===== config.mk =====
export PLATFORM = sky130hd
export DESIGN_NAME = smx_mode_ctl
export DESIGN_NICKNAME = d
export VERILOG_FILES = /design/src/rtl/smx_op_decode.v /design/src/rtl/smx_mode_ctl.v
export VERILOG_INCLUDE_DIRS = /design/src /design/src/include
export SDC_FILE = /design/constraint.sdc
export NUM_CORES = 1
export LEC_CHECK = 0
export BUFFER_PORTS_ARGS = -buffer_cell sky130_fd_sc_hd__buf_4
export CAP_MARGIN = 40
export CORE_AREA = 2 2 481 483
export CTS_CLUSTER_DIAMETER = 100
export DETAILED_ROUTE_END_ITERATION = 8
export DIE_AREA = 0 0 483 485
export PLACE_DENSITY_LB_ADDON = 0.15
export REMOVE_ABC_BUFFERS = 1
export SLEW_MARGIN = 20
export SYNTH_ARGS = -nofsm -noshare
export SYNTH_HDL_FRONTEND = slang
export SYNTH_SLANG_ARGS = --single-unit

===== constraint.sdc =====
create_clock -name core_clk -period 2 [get_ports core_clk]
set_input_delay 0.1 -clock core_clk [delete_from_list [all_inputs] [get_ports core_clk]]
set_output_delay 0.1 -clock core_clk [all_outputs]
set_load 0.05 [all_outputs]

===== src/include/smx_regs.vh =====
`ifndef SMX_REGS_VH
`define SMX_REGS_VH
// header-location pointer fields
`define SMX_HLP_VALID_BIT   0
`define SMX_HLP_RSVD_BIT    1
`define SMX_HLP_ADDR_MASK   32'hFFFFFFFC
`define SMX_HLP_RESET       32'h00000000
// config_ctl_one bit positions
`define SMX_CC1_PIN_EN      1
`define SMX_CC1_ACCESS      2
`define SMX_CC1_REG3_SEL    7
// two-byte opcodes, second byte after 0F
`define SMX_OP_PREFIX       8'h0F
`define SMX_OP_SEG_SAVE     8'h78
`define SMX_OP_SEG_REST     8'h79
`define SMX_OP_LDT_SAVE     8'h7A
`define SMX_OP_LDT_REST     8'h7B
`define SMX_OP_TSK_SAVE     8'h7C
`define SMX_OP_TSK_REST     8'h7D
`define SMX_OP_SOFT_ENTRY   8'h38
`define SMX_OP_HDR_READ     8'h36
`define SMX_OP_HDR_WRITE    8'h37
`define SMX_OP_RESUME       8'hAA
// segment register codes in the sreg3 field
`define SMX_SREG_CS         3'h1
`define SMX_SREG_LAST       3'h5
// reset values forced on entry
`define SMX_CR0_RESET       32'h00000010
`define SMX_FLAGS_RESET     32'h00000002
`define SMX_DBG_RESET       32'h00000400
`define SMX_CS_LIMIT        32'hFFFFFFFF
// descriptor transfer width
`define SMX_DESC_BITS       80
// I/O size codes
`define SMX_IO_BYTE         4'h1
`define SMX_IO_WORD         4'h3
`define SMX_IO_DWORD        4'hF
`endif


===== src/rtl/smx_op_decode.v =====
`timescale 1ns/1ns
`include "smx_regs.vh"
// decodes the second byte of a 0F-prefixed management instruction
module smx_op_decode (
    input  wire [7:0] prefixByte,
    input  wire [7:0] opByte,
    output reg  [9:0] opHit
);
    // opHit: 0 segSave 1 segRest 2 ldtSave 3 ldtRest 4 tskSave 5 tskRest
    //        6 softEntry 7 hdrRead 8 hdrWrite 9 resume
    always @* begin
        opHit = 10'h000;
        if (prefixByte == `SMX_OP_PREFIX) begin
            case (opByte)
                `SMX_OP_SEG_SAVE:   opHit = 10'h001; // [RQ10]
                `SMX_OP_SEG_REST:   opHit = 10'h002; // [RQ10]
                `SMX_OP_LDT_SAVE:   opHit = 10'h004; // [RQ10]
                `SMX_OP_LDT_REST:   opHit = 10'h008; // [RQ10]
                `SMX_OP_TSK_SAVE:   opHit = 10'h010; // [RQ10]
                `SMX_OP_TSK_REST:   opHit = 10'h020; // [RQ10]
                `SMX_OP_SOFT_ENTRY: opHit = 10'h040; // [RQ11]
                `SMX_OP_HDR_READ:   opHit = 10'h080; // [RQ11]
                `SMX_OP_HDR_WRITE:  opHit = 10'h100; // [RQ11]
                `SMX_OP_RESUME:     opHit = 10'h200; // [RQ12]
                default:            opHit = 10'h000;
            endcase
        end
    end
endmodule


===== src/rtl/smx_mode_ctl.v =====
`timescale 1ns/1ns
`include "smx_regs.vh"
// Summary of operation
// RQ1: save current and next instruction addresses
// RQ2: string I/O trap: both pointers equal
// RQ3: save I/O trap fields; resume skips data
// RQ4: save debug, flags, control zero registers
// RQ5: software-entry bit set only for soft entry
// RQ6: pointer bits 31:2, bit0 valid, bit1 reserved
// RQ7: region write or reset clears valid
// RQ8: invalid pointer reloads base plus size; the code adds region3End, not region3Size
// RQ9: handler writes pointer before nesting
// RQ10: decode descriptor save/restore opcodes 78-7D
// RQ11: decode soft entry, pointer read/write
// RQ12: resume leaves mode, restores header state
// RQ13: segment restore rejects code segment
// RQ14: privileged ops gated; otherwise invalid opcode
// RQ15: descriptor ops move 80 bits
// RQ16: pointer read/write move 32 bits
// RQ17: pin and soft entry enable conditions
// RQ18: management interrupt beats all others
// RQ19: entry forces reset values, code segment base
// RQ20: entry masks interrupts; one NMI latched
// RQ21: resume loads pointer from next field
// RQ22: handler adjusts next pointer before resume
module smx_mode_ctl #(
    parameter ADDR_W = 32,
    parameter DESC_W = `SMX_DESC_BITS
) (
    input  wire              core_clk,
    input  wire              reset,
    // chipset pin, active low, sampled synchronously
    input  wire              sysmgmtIrqPin_n,
    input  wire              nmiReq,
    input  wire              intrReq,
    // configuration
    input  wire [7:0]        configCtlOne,
    input  wire              nmiUnmaskBit,
    input  wire [3:0]        region3Size,
    input  wire [31:0]       region3Base,
    input  wire [31:0]       region3End,
    input  wire              region3Write,
    input  wire [1:0]        curPriv,
    // instruction issue
    input  wire              opValid,
    input  wire [7:0]        opPrefix,
    input  wire [7:0]        opByte,
    input  wire [2:0]        opSreg,
    input  wire [31:0]       opSrcData,
    input  wire [DESC_W-1:0] descIn,
    // core state at the boundary
    input  wire [31:0]       curIp,
    input  wire [31:0]       nextIp,
    input  wire [31:0]       dbgCtlIn,
    input  wire [31:0]       flagsIn,
    input  wire [31:0]       ctlZeroIn,
    input  wire              ioTrap,
    input  wire              ioRep,
    input  wire              ioWrite,
    input  wire [15:0]       ioPort,
    input  wire [3:0]        ioSize,
    input  wire [31:0]       ioData,
    input  wire [31:0]       ioIndex,
    input  wire              haltState,
    // header contents for resume
    input  wire [31:0]       hdrNextIp,
    input  wire [31:0]       hdrDbgCtl,
    input  wire [31:0]       hdrFlags,
    input  wire [31:0]       hdrCtlZero,
    // outputs
    output reg               sysmgmtMode_r,
    output reg  [31:0]       headerPtr_r,
    output reg               hdrSaveStb_r,
    output reg  [31:0]       hdrAddr_r,
    output reg  [31:0]       hdrCurIp_r,
    output reg  [31:0]       hdrNextIp_r,
    output reg  [31:0]       hdrDbgCtl_r,
    output reg  [31:0]       hdrFlags_r,
    output reg  [31:0]       hdrCtlZero_r,
    output reg  [7:0]        hdrBits_r,
    output reg  [15:0]       hdrIoPort_r,
    output reg  [3:0]        hdrIoSize_r,
    output reg  [31:0]       hdrIoData_r,
    output reg  [31:0]       hdrIoIndex_r,
    output reg               loadStb_r,
    output reg  [31:0]       loadIp_r,
    output reg  [31:0]       loadDbgCtl_r,
    output reg  [31:0]       loadFlags_r,
    output reg  [31:0]       loadCtlZero_r,
    output reg  [31:0]       csBase_r,
    output reg  [31:0]       csLimit_r,
    output reg               realMode_r,
    output reg               invalidOp_r,
    output reg               descMoveStb_r,
    output reg  [DESC_W-1:0] descOut_r,
    output reg  [31:0]       opResult_r,
    output reg               intrMasked_r,
    output reg               nmiMasked_r,
    output reg               nmiPending_r,
    output reg               nmiTake,
    output reg               intrTake
);
    localparam ST_RUN   = 2'h0;
    localparam ST_CHECK = 2'h1;
    localparam ST_SAVE  = 2'h2;
    localparam ST_FORCE = 2'h3;

    wire [9:0] opHit;
    reg  [1:0] state_r;
    reg  [1:0] state_nxt;
    reg        softCause_r;
    reg        pinPrev_r;
    reg        pinEvent_r;

    smx_op_decode uDecode (
        .prefixByte (opPrefix),
        .opByte     (opByte),
        .opHit      (opHit)
    );

    wire pinEn   = configCtlOne[`SMX_CC1_PIN_EN];
    wire accBit  = configCtlOne[`SMX_CC1_ACCESS];
    wire r3Sel   = configCtlOne[`SMX_CC1_REG3_SEL];
    wire sizeOk  = (region3Size != 4'h0);

    // pin and soft entry enable tables differ only in the access bit
    wire pinAllowed  = pinEn && !accBit && sizeOk && r3Sel;       // [RQ17]
    wire softAllowed = pinEn && accBit && sizeOk && r3Sel;        // [RQ17]
    // privileged ops outside soft entry
    wire privOk = sizeOk && (curPriv == 2'h0) && (accBit || sysmgmtMode_r)
                  && pinEn && r3Sel;                               // [RQ14]

    wire isSoft   = opValid && opHit[6];
    wire isPriv   = opValid && |{opHit[9:7], opHit[5:0]};
    wire csRest   = opHit[1] && ((opSreg == `SMX_SREG_CS) || (opSreg > `SMX_SREG_LAST));

    // falling edge of the pin
    wire pinFall  = pinPrev_r && !sysmgmtIrqPin_n;
    wire pinReq   = (pinEvent_r || pinFall) && pinAllowed;
    wire softReq  = isSoft && softAllowed && !sysmgmtMode_r;
    wire entryReq = (state_r == ST_RUN) && !sysmgmtMode_r && (pinReq || softReq);
    wire resumeOk = opValid && opHit[9] && privOk && sysmgmtMode_r && (state_r == ST_RUN);

    // one pin event is held while busy, serviced after resume
    always @(posedge core_clk) begin
        if (reset) begin
            pinPrev_r  <= 1'b1;
            pinEvent_r <= 1'b0;
        end else begin
            pinPrev_r <= sysmgmtIrqPin_n;
            if (pinFall && (sysmgmtMode_r || state_r != ST_RUN))
                pinEvent_r <= 1'b1;
            else if (entryReq && !softReq)
                pinEvent_r <= 1'b0;
        end
    end

    // management entry has priority over NMI and INTR
    always @* begin
        nmiTake  = 1'b0;
        intrTake = 1'b0;
        if (!entryReq && state_r == ST_RUN) begin                 // [RQ18]
            if ((nmiReq || nmiPending_r) && !nmiMasked_r)
                nmiTake = 1'b1;
            else if (intrReq && !intrMasked_r)
                intrTake = 1'b1;
        end
    end

    always @* begin
        state_nxt = state_r;
        case (state_r)
            ST_RUN:   if (entryReq) state_nxt = ST_CHECK;
            ST_CHECK: state_nxt = ST_SAVE;
            ST_SAVE:  state_nxt = ST_FORCE;
            ST_FORCE: state_nxt = ST_RUN;
            default:  state_nxt = ST_RUN;
        endcase
    end

    always @(posedge core_clk) begin
        if (reset) begin
            state_r       <= ST_RUN;
            sysmgmtMode_r <= 1'b0;
            softCause_r   <= 1'b0;
            headerPtr_r   <= `SMX_HLP_RESET;                       // [RQ7]
            hdrSaveStb_r  <= 1'b0;
            hdrAddr_r     <= 32'h00000000;
            hdrCurIp_r    <= 32'h00000000;
            hdrNextIp_r   <= 32'h00000000;
            hdrDbgCtl_r   <= 32'h00000000;
            hdrFlags_r    <= 32'h00000000;
            hdrCtlZero_r  <= 32'h00000000;
            hdrBits_r     <= 8'h00;
            hdrIoPort_r   <= 16'h0000;
            hdrIoSize_r   <= 4'h0;
            hdrIoData_r   <= 32'h00000000;
            hdrIoIndex_r  <= 32'h00000000;
            loadStb_r     <= 1'b0;
            loadIp_r      <= 32'h00000000;
            loadDbgCtl_r  <= 32'h00000000;
            loadFlags_r   <= 32'h00000000;
            loadCtlZero_r <= 32'h00000000;
            csBase_r      <= 32'h00000000;
            csLimit_r     <= 32'h00000000;
            realMode_r    <= 1'b0;
            invalidOp_r   <= 1'b0;
            descMoveStb_r <= 1'b0;
            descOut_r     <= {DESC_W{1'b0}};
            opResult_r    <= 32'h00000000;
            intrMasked_r  <= 1'b0;
            nmiMasked_r   <= 1'b0;
            nmiPending_r  <= 1'b0;
        end else begin
            state_r       <= state_nxt;
            hdrSaveStb_r  <= 1'b0;
            loadStb_r     <= 1'b0;
            invalidOp_r   <= 1'b0;
            descMoveStb_r <= 1'b0;

            if (entryReq)
                softCause_r <= softReq;

            // pointer: region write clears valid unless a reload or a pointer write in the same cycle wins
            if (state_r == ST_CHECK && !headerPtr_r[`SMX_HLP_VALID_BIT]) begin
                headerPtr_r <= ((region3Base + region3End) & `SMX_HLP_ADDR_MASK)
                               | (32'h00000001 << `SMX_HLP_VALID_BIT); // [RQ8]
            end else if (opValid && opHit[8] && privOk && state_r == ST_RUN) begin
                // reserved bit always reads back as zero
                headerPtr_r <= opSrcData & ~(32'h00000001 << `SMX_HLP_RSVD_BIT); // [RQ16] [RQ6]
            end else if (region3Write) begin
                headerPtr_r[`SMX_HLP_VALID_BIT] <= 1'b0;           // [RQ7]
            end

            if (state_r == ST_SAVE) begin
                hdrSaveStb_r <= 1'b1;
                hdrAddr_r    <= headerPtr_r & `SMX_HLP_ADDR_MASK;  // [RQ6]
                hdrCurIp_r   <= curIp;                             // [RQ1]
                // string I/O trap restarts, so both pointers match
                hdrNextIp_r  <= (ioTrap && ioRep) ? curIp : nextIp; // [RQ2] [RQ1]
                hdrDbgCtl_r  <= dbgCtlIn;                          // [RQ4]
                hdrFlags_r   <= flagsIn;                           // [RQ4]
                hdrCtlZero_r <= ctlZeroIn;                         // [RQ4]
                // bits: 0 soft 1 rep 2 write 3 halt, 7:4 zero
                hdrBits_r    <= {3'h0, 1'b0, haltState, ioTrap && ioWrite,
                                 ioTrap && ioRep, softCause_r};    // [RQ5] [RQ3]
                hdrIoPort_r  <= ioTrap ? ioPort : 16'h0000;        // [RQ3]
                hdrIoSize_r  <= ioTrap ? ioSize : 4'h0;            // [RQ3]
                hdrIoData_r  <= ioTrap ? ioData : 32'h00000000;    // [RQ3]
                hdrIoIndex_r <= ioTrap ? ioIndex : 32'h00000000;   // [RQ3]
            end

            if (state_r == ST_FORCE) begin
                sysmgmtMode_r <= 1'b1;
                loadStb_r     <= 1'b1;
                loadIp_r      <= 32'h00000000;
                loadCtlZero_r <= `SMX_CR0_RESET;                   // [RQ19]
                loadFlags_r   <= `SMX_FLAGS_RESET;                 // [RQ19]
                loadDbgCtl_r  <= `SMX_DBG_RESET;                   // [RQ19]
                csBase_r      <= region3Base;                      // [RQ19]
                csLimit_r     <= `SMX_CS_LIMIT;                    // [RQ19]
                realMode_r    <= 1'b1;                             // [RQ19]
                intrMasked_r  <= 1'b1;                             // [RQ20]
                nmiMasked_r   <= 1'b1;                             // [RQ20]
            end else if (sysmgmtMode_r && nmiUnmaskBit) begin
                nmiMasked_r <= 1'b0;                               // [RQ20]
            end

            // one masked NMI is held; set beats the take-clear
            if (nmiReq && nmiMasked_r)
                nmiPending_r <= 1'b1;                              // [RQ20]
            else if (nmiTake)
                nmiPending_r <= 1'b0;

            if (resumeOk) begin
                sysmgmtMode_r <= 1'b0;                             // [RQ12]
                loadStb_r     <= 1'b1;
                loadIp_r      <= hdrNextIp;                        // [RQ21]
                // trapped I/O data is not reloaded
                loadDbgCtl_r  <= hdrDbgCtl;                        // [RQ12] [RQ3]
                loadFlags_r   <= hdrFlags;                         // [RQ12]
                loadCtlZero_r <= hdrCtlZero;                       // [RQ12]
                realMode_r    <= 1'b0;
                intrMasked_r  <= 1'b0;
                nmiMasked_r   <= 1'b0;                             // [RQ20]
            end

            if (isPriv && state_r == ST_RUN) begin
                if (!privOk || (opHit[9] && !sysmgmtMode_r) || csRest) begin
                    invalidOp_r <= 1'b1;                           // [RQ14] [RQ13]
                end else if (|opHit[5:0]) begin
                    descMoveStb_r <= 1'b1;
                    descOut_r     <= descIn;                       // [RQ15]
                end else if (opHit[7]) begin
                    opResult_r <= headerPtr_r;                     // [RQ16]
                end
            end
            if (isSoft && !softAllowed)
                invalidOp_r <= 1'b1;                               // [RQ17]
        end
    end
endmodule


==> results of run 1 <==
[sequential cells by signal, summed over array words and instances (netlist names), 30 cells and up]
signal and cells:
hdrCurIp_r 32, loadIp_r 32, loadDbgCtl_r 32, csBase_r 32
headerPtr_r 31, hdrIoIndex_r 32, hdrFlags_r 32, hdrIoData_r 32
hdrDbgCtl_r 32, hdrNextIp_r 32, loadFlags_r 32, loadCtlZero_r 32
descOut_r 80, opResult_r 31, hdrCtlZero_r 32, hdrAddr_r 30
[cells in the mapped netlist, drive strengths merged (5+ instances only)]
library cell    n
clkbuf        147
ha             35
and3            7
nor2b         103
a21o           13
mux2i         215
inv            16
nand3          47
nand4           9
a211oi         34
a21oi         362
a311oi         33
nor3b         127
nand2         282
and2            5
xor2            6
o21bai          5
buf           107
o21a            6
nor3           20
dfxtp         593
xnor2          14
nor2          482
o21ai          25
[critical path, delay by kind of cell]
family                 cells  cell delay, ns
and+or+nand+nor            5            1.13
AOI/OAI and AO/OA          1            0.33
buffers and inverters      3            0.41
[power by group]
part,internal (mW),switching (mW),leakage (nW)
clock,9.07,6.46,1.35
sequential,12.8,0.998,4.79
combinational,5.33,8.42,14.0
[cell families after synthesis]
logic type / count (synthesis)
flip-flops: 593
other: 1
AND/OR/NAND/NOR: 1105
XOR/XNOR: 20
multiplexers: 216
AO/OA/AOI/OAI: 516
buffers and inverters: 270
adder cells (fa/ha/maj): 35
[metal layers]
layer	global-route usage [%]	share of wire [%]	vias up
li1	-	-	13200
met1	14.7	40	12700
met2	22.4	49	950
met5	0	0.069	-
met4	4.43	3.2	16
met3	4.88	7.7	200
[metrics by stage]
step	util [%]	cells	worst slack (ns)	setup TNS [ns]
global placement	16.6	6981	-1.02	-146.21
global route	21.1	7773	-0.164	-11.90
detailed placement	16.6	6981	-0.990	-145.22
floorplan	-	2509	-8.82	-3417.19
finish	21.1	7777	-0.0698	-0.129
CTS	20.4	7707	-0.148	-1.57
[timing repair]
| action | 4_1_cts | 5_1_grt |
|---|---|---|
| hold endpoints to repair | 556 | 0 |
| setup buffers | 7 | 27 |
| pin swaps | 9 | 103 |
| endpoints found under the setup margin | 268 | 248 |
| cloned | 3 | 30 |
| resized for setup | 42 | 167 |
| hold buffers | 558 | 0 |
[worst min-delay path by stage]
stage | startpoint | endpoint | slack (ns)
2_1_floorplan | reset | headerPtr_r[18]$_SDFFE_PP0P_ | 0.17
3_3_place_gp | sysmgmtIrqPin_n | pinPrev_r$_SDFF_PP1_ | 0.30
3_5_place_dp | sysmgmtIrqPin_n | pinPrev_r$_SDFF_PP1_ | 0.30
4_1_cts | region3End[7] | headerPtr_r[7]$_SDFFE_PP0P_ | 0.05
5_1_grt | ioData[9] | hdrIoData_r[9]$_SDFFE_PP0P_ | 0.09
6_report | region3End[0] | headerPtr_r[2]$_SDFFE_PP0P_ | 0.10
[layout make-up]
class | instances | area (sq um) | share of cell area (%)
diodes | 14 | 35.0 | 0.0725
clock buffers | 134 | 2510 | 5.20
clock inverters | 24 | 282 | 0.583
inverters | 16 | 60.1 | 0.124
multi-input cells | 1902 | 11600 | 24.0
flip-flops and latches | 593 | 11900 | 24.6
well taps | 3026 | 3790 | 7.84
repair buffers | 2068 | 18100 | 37.6
==> summary.md, run 1 <==
| Metric | Value |
|---|---|
| Status | `finished, violations left` |
| Failing checks | `negative setup slack` |
| Final Setup Violations | `9` |
| Top cell type's share of synthesized area | `49.4%` |
| Initial antenna violation count | `35` |
| Worst-path clk slew | `0.06 ns` |
| Hold path cells | `6` |
| CP Launch Point | `opPrefix[6]` |
| Post-synthesis xor/xnor area fraction | `0.729%` |
| Final Hold Viols | `0` |
| IO Port Bufs | `1209` |
| Post-Route WL | `165 mm` |
| CTS Sinks | `593` |
| Placed Area | `38000 sq um` |
| Critical Path, Cell by Cell | `buf_6, or4b_4, nor4b_4, buf_4, nand4_1, a211o_1, nand2_4, nor2_4, buf_8` |
| Max-slew violation count | `0` |
| Synth Area in Simple Gates | `21.3%` |
| Root buf cell | `clkbuf_16` |
| Global-route wire length before repair | `218 mm` |
| R2r endpoint | `loadCtlZero_r[0]$_SDFFE_PP0P_` |
| Grt total ovfl | `0` |
| Placement Rows | `176` |
| Cell area after layout | `48300 sq um` |
| CTS Buf Count | `85` |
| Critical Path End | `nmiTake` |
| Layout cells sized above 1 | `37.5%` |
| Synth Cell Area | `24000 sq um` |
| R2R Setup Slk | `0 ns` |
| CP Launch Type | `input pin` |
| Critical R2R Launch | `intrMasked_r$_SDFFE_PP0P_` |
| CORE AREA | `229000 sq um` |
| Largest stage delay, worst path | `0.54 ns` |
| Post-Synth Adder-Cell Area | `1.82%` |
| Post-synthesis instance total | `2756` |
| Synth Register Bits | `593` |
| Yosys warns | `0` |
| DR vias/cell | `3.48` |
| Worst Skew | `0.0240 ns` |
| Area Overhead vs Synth | `101%` |
| Mux share of post-synthesis cell area | `9.00%` |
| Endpoint class of the critical path | `primary output` |
| Max Freq | `483 MHz` |
| Fin crit share | `103%` |
| # IOs | `1224` |
| Final Hold Slack | `0.103 ns` |
| Crit Path Class | `input pin to primary output` |
| Nets@finish | `5294` |
| Vias | `27000` |
| Hold Path Class | `input pin to register` |
| Most frequent cells in the layout | `1407 x buf_4, 590 x dfxtp_1, 557 x dlygate4sd3_1` |
| CP arrival | `1.97 ns` |
| Die ar. | `234000 sq um` |
| PD cells | `892 nW/um^2` |
| Worst r2r path cells | `11` |
| Clock Path Buffers | `3` |
| Fillers | `25600` |
| Synth area leaders | `dfxtp_1 49%, mux2i_1 9.0%, a21oi_1 7.5%` |
| VDD IR-drop max | `620 uV` |
| Drt pass-1 iters | `5` |
| Max-cap violations | `0` |
| RSZ-0062 raised after global routing | `yes` |
| Post-synthesis compound-gate area fraction | `12.5%` |
| Vias in the first global route | `27300` |
| Unique masters post-synth | `58` |
| Asr flop ratio synth | `0%` |
| Post-synth EDFFs | `0` |
| Worst Path Required | `1.90 ns` |
| H-tree depth | `3` |
| Total track usage | `13.0%` |
| Commonest non-fill, non-tap cell in the layout | `buf_4` |
| Yosys top cell by area | `dfxtp_1` |
| Crit-path slowest cell | `or4b_4` |
| Worst setup margin | `-0.0698 ns` |
| Main combinational cell family by area after synthesis | `simple AND/OR/NAND/NOR gates` |
| Largest net degree at the start of global routing | `85` |
| TritonCTS clock tree | `done` |
| DP Wirelength | `126 mm` |
| DRC errors left | `0` |
| Worst slew pin tran | `0.651 ns` |
| Slew headroom | `56.6%` |
| GPL Wtd Cong | `0.778` |
| Routed len/inst | `21.2 um` |
| Die Height | `485 um` |
| Clock latency at the later pin of the worst-skew pair | `0.72 ns` |
| Worst Path Max Fanout | `2` |
| Starting Density | `10.5%` |
| Syn_area_per_cell | `8.72 sq um` |
| DRT antenna net count | `0` |
| Leak | `20.1 nW` |
| Die X | `483 um` |
| Drt initial violations | `1117` |
| Predominant post-synthesis flop cell | `dfxtp_1` |
| Crit path time final | `2.07 ns` |
| Register area share after synthesis | `49.4%` |
| Final Total Pwr | `43.1 mW` |
Note: power is estimated with default switching activity, not from simulation.
==> inputs of run 2 (changes only) <==
--- a/config.mk
+++ b/config.mk
@@ -13,7 +13,6 @@
 export DETAILED_ROUTE_END_ITERATION = 8
 export DIE_AREA = 0 0 483 485
 export PLACE_DENSITY_LB_ADDON = 0.15
-export REMOVE_ABC_BUFFERS = 1
 export SLEW_MARGIN = 20
 export SYNTH_ARGS = -nofsm -noshare
 export SYNTH_HDL_FRONTEND = slang
==> summary.md, run 2 (synthesized netlist as in run 1, its figures left out) <==
| Metric | Value |
|---|---|
| PD cells | `927 nW/um^2` |
| Worst slew pin tran | `0.610 ns` |
| Hold path cells | `5` |
| # IOs | `1224` |
| CTS Sinks | `593` |
| Clock Path Buffers | `3` |
| Global-route wire length before repair | `221 mm` |
| DR vias/cell | `3.48` |
| Failing checks | `negative setup slack` |
| Die X | `483 um` |
| Final Hold Viols | `0` |
| GPL Wtd Cong | `0.826` |
| Reg with most FFs | `descOut_r` |
| Max-cap violations | `0` |
| Worst setup margin | `-0.160 ns` |
| Vias | `26900` |
| CP Launch Type | `input pin` |
| Leak | `19.9 nW` |
| Post-Route WL | `162 mm` |
| Die ar. | `234000 sq um` |
| Worst Skew | `0.0282 ns` |
| Max reg flops | `80` |
| Largest net degree at the start of global routing | `87` |
| H-tree depth | `3` |
| Max-slew violation count | `0` |
| Most frequent cells in the layout | `1417 x buf_4, 591 x dfxtp_1, 545 x dlygate4sd3_1` |
| Nets@finish | `5261` |
| Drt pass-1 iters | `6` |
| IO Port Bufs | `1209` |
| CP arrival | `2.06 ns` |
| DRC errors left | `0` |
| Initial antenna violation count | `67` |
| CTS Buf Count | `87` |
| Root buf cell | `clkbuf_16` |
| Worst Path Max Fanout | `2` |
| Non-Filler Instances | `7755` |
| Grt total ovfl | `0` |
| Worst-path clk slew | `0.06 ns` |
| Met2 wire len | `79.7 mm` |
| Uppermost layer routed | `met5` |
| Status | `finished, violations left` |
| Total track usage | `13.1%` |
| Hold Path Class | `input pin to register` |
| Final Util | `20.8%` |
| Worst Path Required | `1.90 ns` |
| Endpoint class of the critical path | `primary output` |
| Commonest non-fill, non-tap cell in the layout | `buf_4` |
| Fin crit share | `108%` |
| Die Height | `485 um` |
| Vias in the first global route | `27400` |
| CORE AREA | `229000 sq um` |
| Slew headroom | `59.3%` |
| Crit Path Class | `input pin to primary output` |
| Drt initial violations | `892` |
| Starting Density | `10.5%` |
| Area Overhead vs Synth | `98.2%` |
| Placed Cells | `6988` |
| Wire length on met1 | `66.0 mm` |
| Wire length on met3 | `11.8 mm` |
| VDD IR-drop max | `511 uV` |
| Max Freq | `463 MHz` |
| TritonCTS clock tree | `done` |
| Worst r2r path cells | `11` |
| DRT antenna net count | `0` |
| RSZ-0062 raised after global routing | `yes` |
| Routed len/inst | `21.0 um` |
| Layout cells sized above 1 | `36.1%` |
| Final Setup Violations | `2` |
| Clock latency at the later pin of the worst-skew pair | `0.70 ns` |
| DP Wirelength | `128 mm` |
| Placement Rows | `176` |
| Crit path time final | `2.16 ns` |
-- run 2: cell types whose count changed in the layout (fill, tap and decap cells not counted), sizes merged, moves of 3 or more --
cell,before,now
buf,1490,1475
bufinv,3,10
clkbuf,154,142
clkinv,9,17
clkinvlp,6,3
diode,14,26
dlygate4sd3,557,545
inv,22,18
-- run 2: metal layers --
layer | vias up | global-route usage (%)
met2 | 953 | 22.9
met1 | 12600 | 15.1
met3 | 234 | 4.52
li1 | 13100 | -
met4 | 48 | 3.94
met5 | - | 0
-- run 2: final timing paths --
path | endpoint | start | slack, ns
worst min-delay path | headerPtr_r[30]$_SDFFE_PP0P_ | region3End[29] | 0.09
worst max register to register | loadFlags_r[20]$_SDFFE_PP0P_ | intrMasked_r$_SDFFE_PP0P_ | 0.03
worst max-delay path | nmiTake | opPrefix[7] | -0.16
worst min register to register | opResult_r[26]$_SDFFE_PP0P_ | opResult_r[26]$_SDFFE_PP0P_ | 0.45
-- run 2: cell type report --
type	instances	area, sq um
Timing Repair Buffer	2035	17600
Antenna cell	26	65.1
Multi-Input combinational cell	1900	11200
Tap cell	3026	3790
Fill cell	25600	181000
Clock buffer	127	2600
Inverter	16	60.1
Clock inverter	32	473
Sequential cell	593	11900
-- run 2: where the power goes --
part | leakage [nW] | switching (mW) | internal [mW] | total [mW]
combinational | 13.6 | 8.28 | 5.14 | 13.4
clock | 1.51 | 6.53 | 10.3 | 16.8
sequential | 4.79 | 1.07 | 12.8 | 13.9
total | 19.9 | 15.9 | 28.3 | 44.1
-- run 2: what timing repair did --
action	CTS	global route
pin swaps	8	12
hold endpoints to repair	562	0
cloned	1	15
resized for setup	18	61
hold buffers	545	0
endpoints found under the setup margin	86	134
setup buffers	3	18
-- run 2: stage by stage --
step	setup slack (ns)	hold WS [ns]	cell area, sq um	TNS, ns	power [mW]
after floorplan	-0.173	0.207	24300	-7.96	20.9
after global placement	-0.776	0.317	38100	-147.65	26.7
after detailed placement	-0.731	0.322	38100	-147.57	26.6
after CTS	-0.143	0.00598	46800	-0.239	45.1
after global routing	-0.205	0.0456	47600	-2.87	46.2
final	-0.160	0.0895	47600	-0.170	44.1
-- run 2: critical path, cell delays in order --
cell,delay (ns)
buf_6,0.09
or4b_4,0.57
nor4b_4,0.31
buf_4,0.16
nand4_1,0.13
a211o_1,0.31
nand2_2,0.09
buf_12,0.12
nor2_4,0.03
buf_6,0.15
==> inputs of run 3 (changes only) <==
--- a/config.mk
+++ b/config.mk
@@ -12,7 +12,6 @@
 export CTS_CLUSTER_DIAMETER = 100
 export DETAILED_ROUTE_END_ITERATION = 8
 export DIE_AREA = 0 0 483 485
-export PLACE_DENSITY_LB_ADDON = 0.15
 export SLEW_MARGIN = 20
 export SYNTH_ARGS = -nofsm -noshare
 export SYNTH_HDL_FRONTEND = slang
==> summary.md, run 3 (synthesized netlist as in run 1, its figures left out) <==
| Metric | Value |
|---|---|
| Die X | `483 um` |
| DR vias/cell | `3.71` |
| Final Hold Viols | `0` |
| Worst setup margin | `-0.188 ns` |
| Fin crit share | `109%` |
| Die ar. | `234000 sq um` |
| DRC errors left | `0` |
| Initial antenna violation count | `73` |
| Max-slew violation count | `0` |
| Max-cap violations | `0` |
| Starting Density | `10.5%` |
| CP arrival | `2.09 ns` |
| VDD IR-drop max | `739 uV` |
| Most frequent cells in the layout | `1426 x buf_4, 591 x dfxtp_1, 533 x dlygate4sd3_1` |
| IO Port Bufs | `1209` |
| Final Util | `20.9%` |
| Layout cells sized above 1 | `38.7%` |
| Largest stage delay, worst path | `0.53 ns` |
| Max reg flops | `80` |
| DRT antenna net count | `0` |
| Critical path's most frequent cell | `buf_6` |
| Placement Rows | `176` |
| Leak | `19.9 nW` |
| Post-place setup slack | `-0.712 ns` |
| Worst Skew | `0.0682 ns` |
| Clock latency at the later pin of the worst-skew pair | `0.72 ns` |
| Endpoint class of the critical path | `primary output` |
| Worst Path Max Fanout | `2` |
| Root buf cell | `clkbuf_16` |
| Vias | `28800` |
| Die Height | `485 um` |
| Failing checks | `negative setup slack` |
| DP Wirelength | `124 mm` |
| Area Overhead vs Synth | `99.3%` |
| Total track usage | `12.5%` |
| Post-Route WL | `164 mm` |
| Commonest non-fill, non-tap cell in the layout | `buf_4` |
| CTS Sinks | `593` |
| R2R Setup Slk | `-0.10 ns` |
| Worst Path Required | `1.90 ns` |
| Vias in the first global route | `27900` |
| RSZ-0062 raised after global routing | `yes` |
| Worst-path clk slew | `0.06 ns` |
| TritonCTS clock tree | `done` |
| Largest net degree at the start of global routing | `97` |
| Fillers | `24700` |
| CP Launch Type | `input pin` |
| Hold Path Class | `input pin to register` |
| CORE AREA | `229000 sq um` |
| Nets@finish | `5268` |
| Final Setup Violations | `72` |
| Crit-path slowest cell | `or4b_4` |
| Crit path time final | `2.19 ns` |
| Placed Area | `38100 sq um` |
| Status | `finished, violations left` |
| H-tree depth | `3` |
| Max Freq | `457 MHz` |
| Global-route wire length before repair | `209 mm` |
| Crit Path Class | `input pin to primary output` |
| Routed len/inst | `21.1 um` |
| GPL Wtd Cong | `0.939` |
| Critical Path, Cell by Cell | `buf_6, or4b_4, nor4b_4, buf_12, nand4_1, buf_6, a211o_1, nand2_4, nor2_4, buf_6` |
| Grt total ovfl | `0` |
| Clock Path Buffers | `3` |
| Slew headroom | `53.0%` |
| PD cells | `869 nW/um^2` |
| Worst slew pin tran | `0.705 ns` |
| Final Total Pwr | `41.6 mW` |
| CTS Buf Count | `75` |
| Reg with most FFs | `descOut_r` |
| Drt initial violations | `1717` |
| # IOs | `1224` |
| Cell area after layout | `47900 sq um` |
| Drt pass-1 iters | `5` |
-- run 3: metrics by stage --
stage | hold WS (ns) | TNS [ns] | cells
after floorplan | 0.207 | -7.96 | 2763
after global placement | 0.317 | -130.77 | 7001
after detailed placement | 0.317 | -131.66 | 7001
after CTS | 0.00175 | -0.769 | 7671
after global routing | 0.0177 | -8.67 | 7742
final | 0.00762 | -2.95 | 7750
-- run 3: critical path: cells and delay by family --
family,cells,cell delay [ns]
AOI/OAI and AO/OA,1,0.29
buffers and inverters,4,0.55
and+or+nand+nor,5,1.12
-- run 3: layout make-up --
cell class / instances / area [sq um] / area share, %
flip-flops and latches: 593 / 11900 / 24.8
clock inverters: 27 / 403 / 0.841
clock buffers: 105 / 2060 / 4.30
well taps: 3026 / 3790 / 7.91
diodes: 29 / 72.6 / 0.152
multi-input cells: 1901 / 11900 / 24.7
repair buffers: 2053 / 17800 / 37.1
inverters: 16 / 62.6 / 0.131
-- run 3: worst paths after layout --
path                                from                            to  cells past startpoint
max                          opPrefix[6]                       nmiTake                     10
min                           nextIp[25]  hdrNextIp_r[25]$_SDFFE_PP0P_                      3
min reg2reg  opResult_r[26]$_SDFFE_PP0P_   opResult_r[26]$_SDFFE_PP0P_                      2
max reg2reg    intrMasked_r$_SDFFE_PP0P_    descOut_r[25]$_SDFFE_PP0P_                      9
-- run 3: power breakdown --
part	switching [mW]	internal [mW]	leakage, nW	total, mW
clock network	6.02	7.74	1.19	13.8
logic	8.53	5.34	13.9	13.9
registers	1.17	12.8	4.79	14.0
-- run 3: repair_timing --
item / 4_1_cts / 5_1_grt
hold endpoints to repair: 560 / 1
gates resized for setup: 25 / 252
hold buffers: 534 / 1
endpoints found under the setup margin: 203 / 234
pin swaps: 7 / 72
gates cloned: 0 / 31
buffers inserted: 5 / 18
-- run 3: per-layer routing --
layer	global-route usage [%]	vias to the layer above	wire length (um)
met5	0	-	224
met4	6.87	34	9680
met3	4.20	342	15400
met2	20.5	1671	76400
met1	14.2	13600	62000
li1	-	13100	-
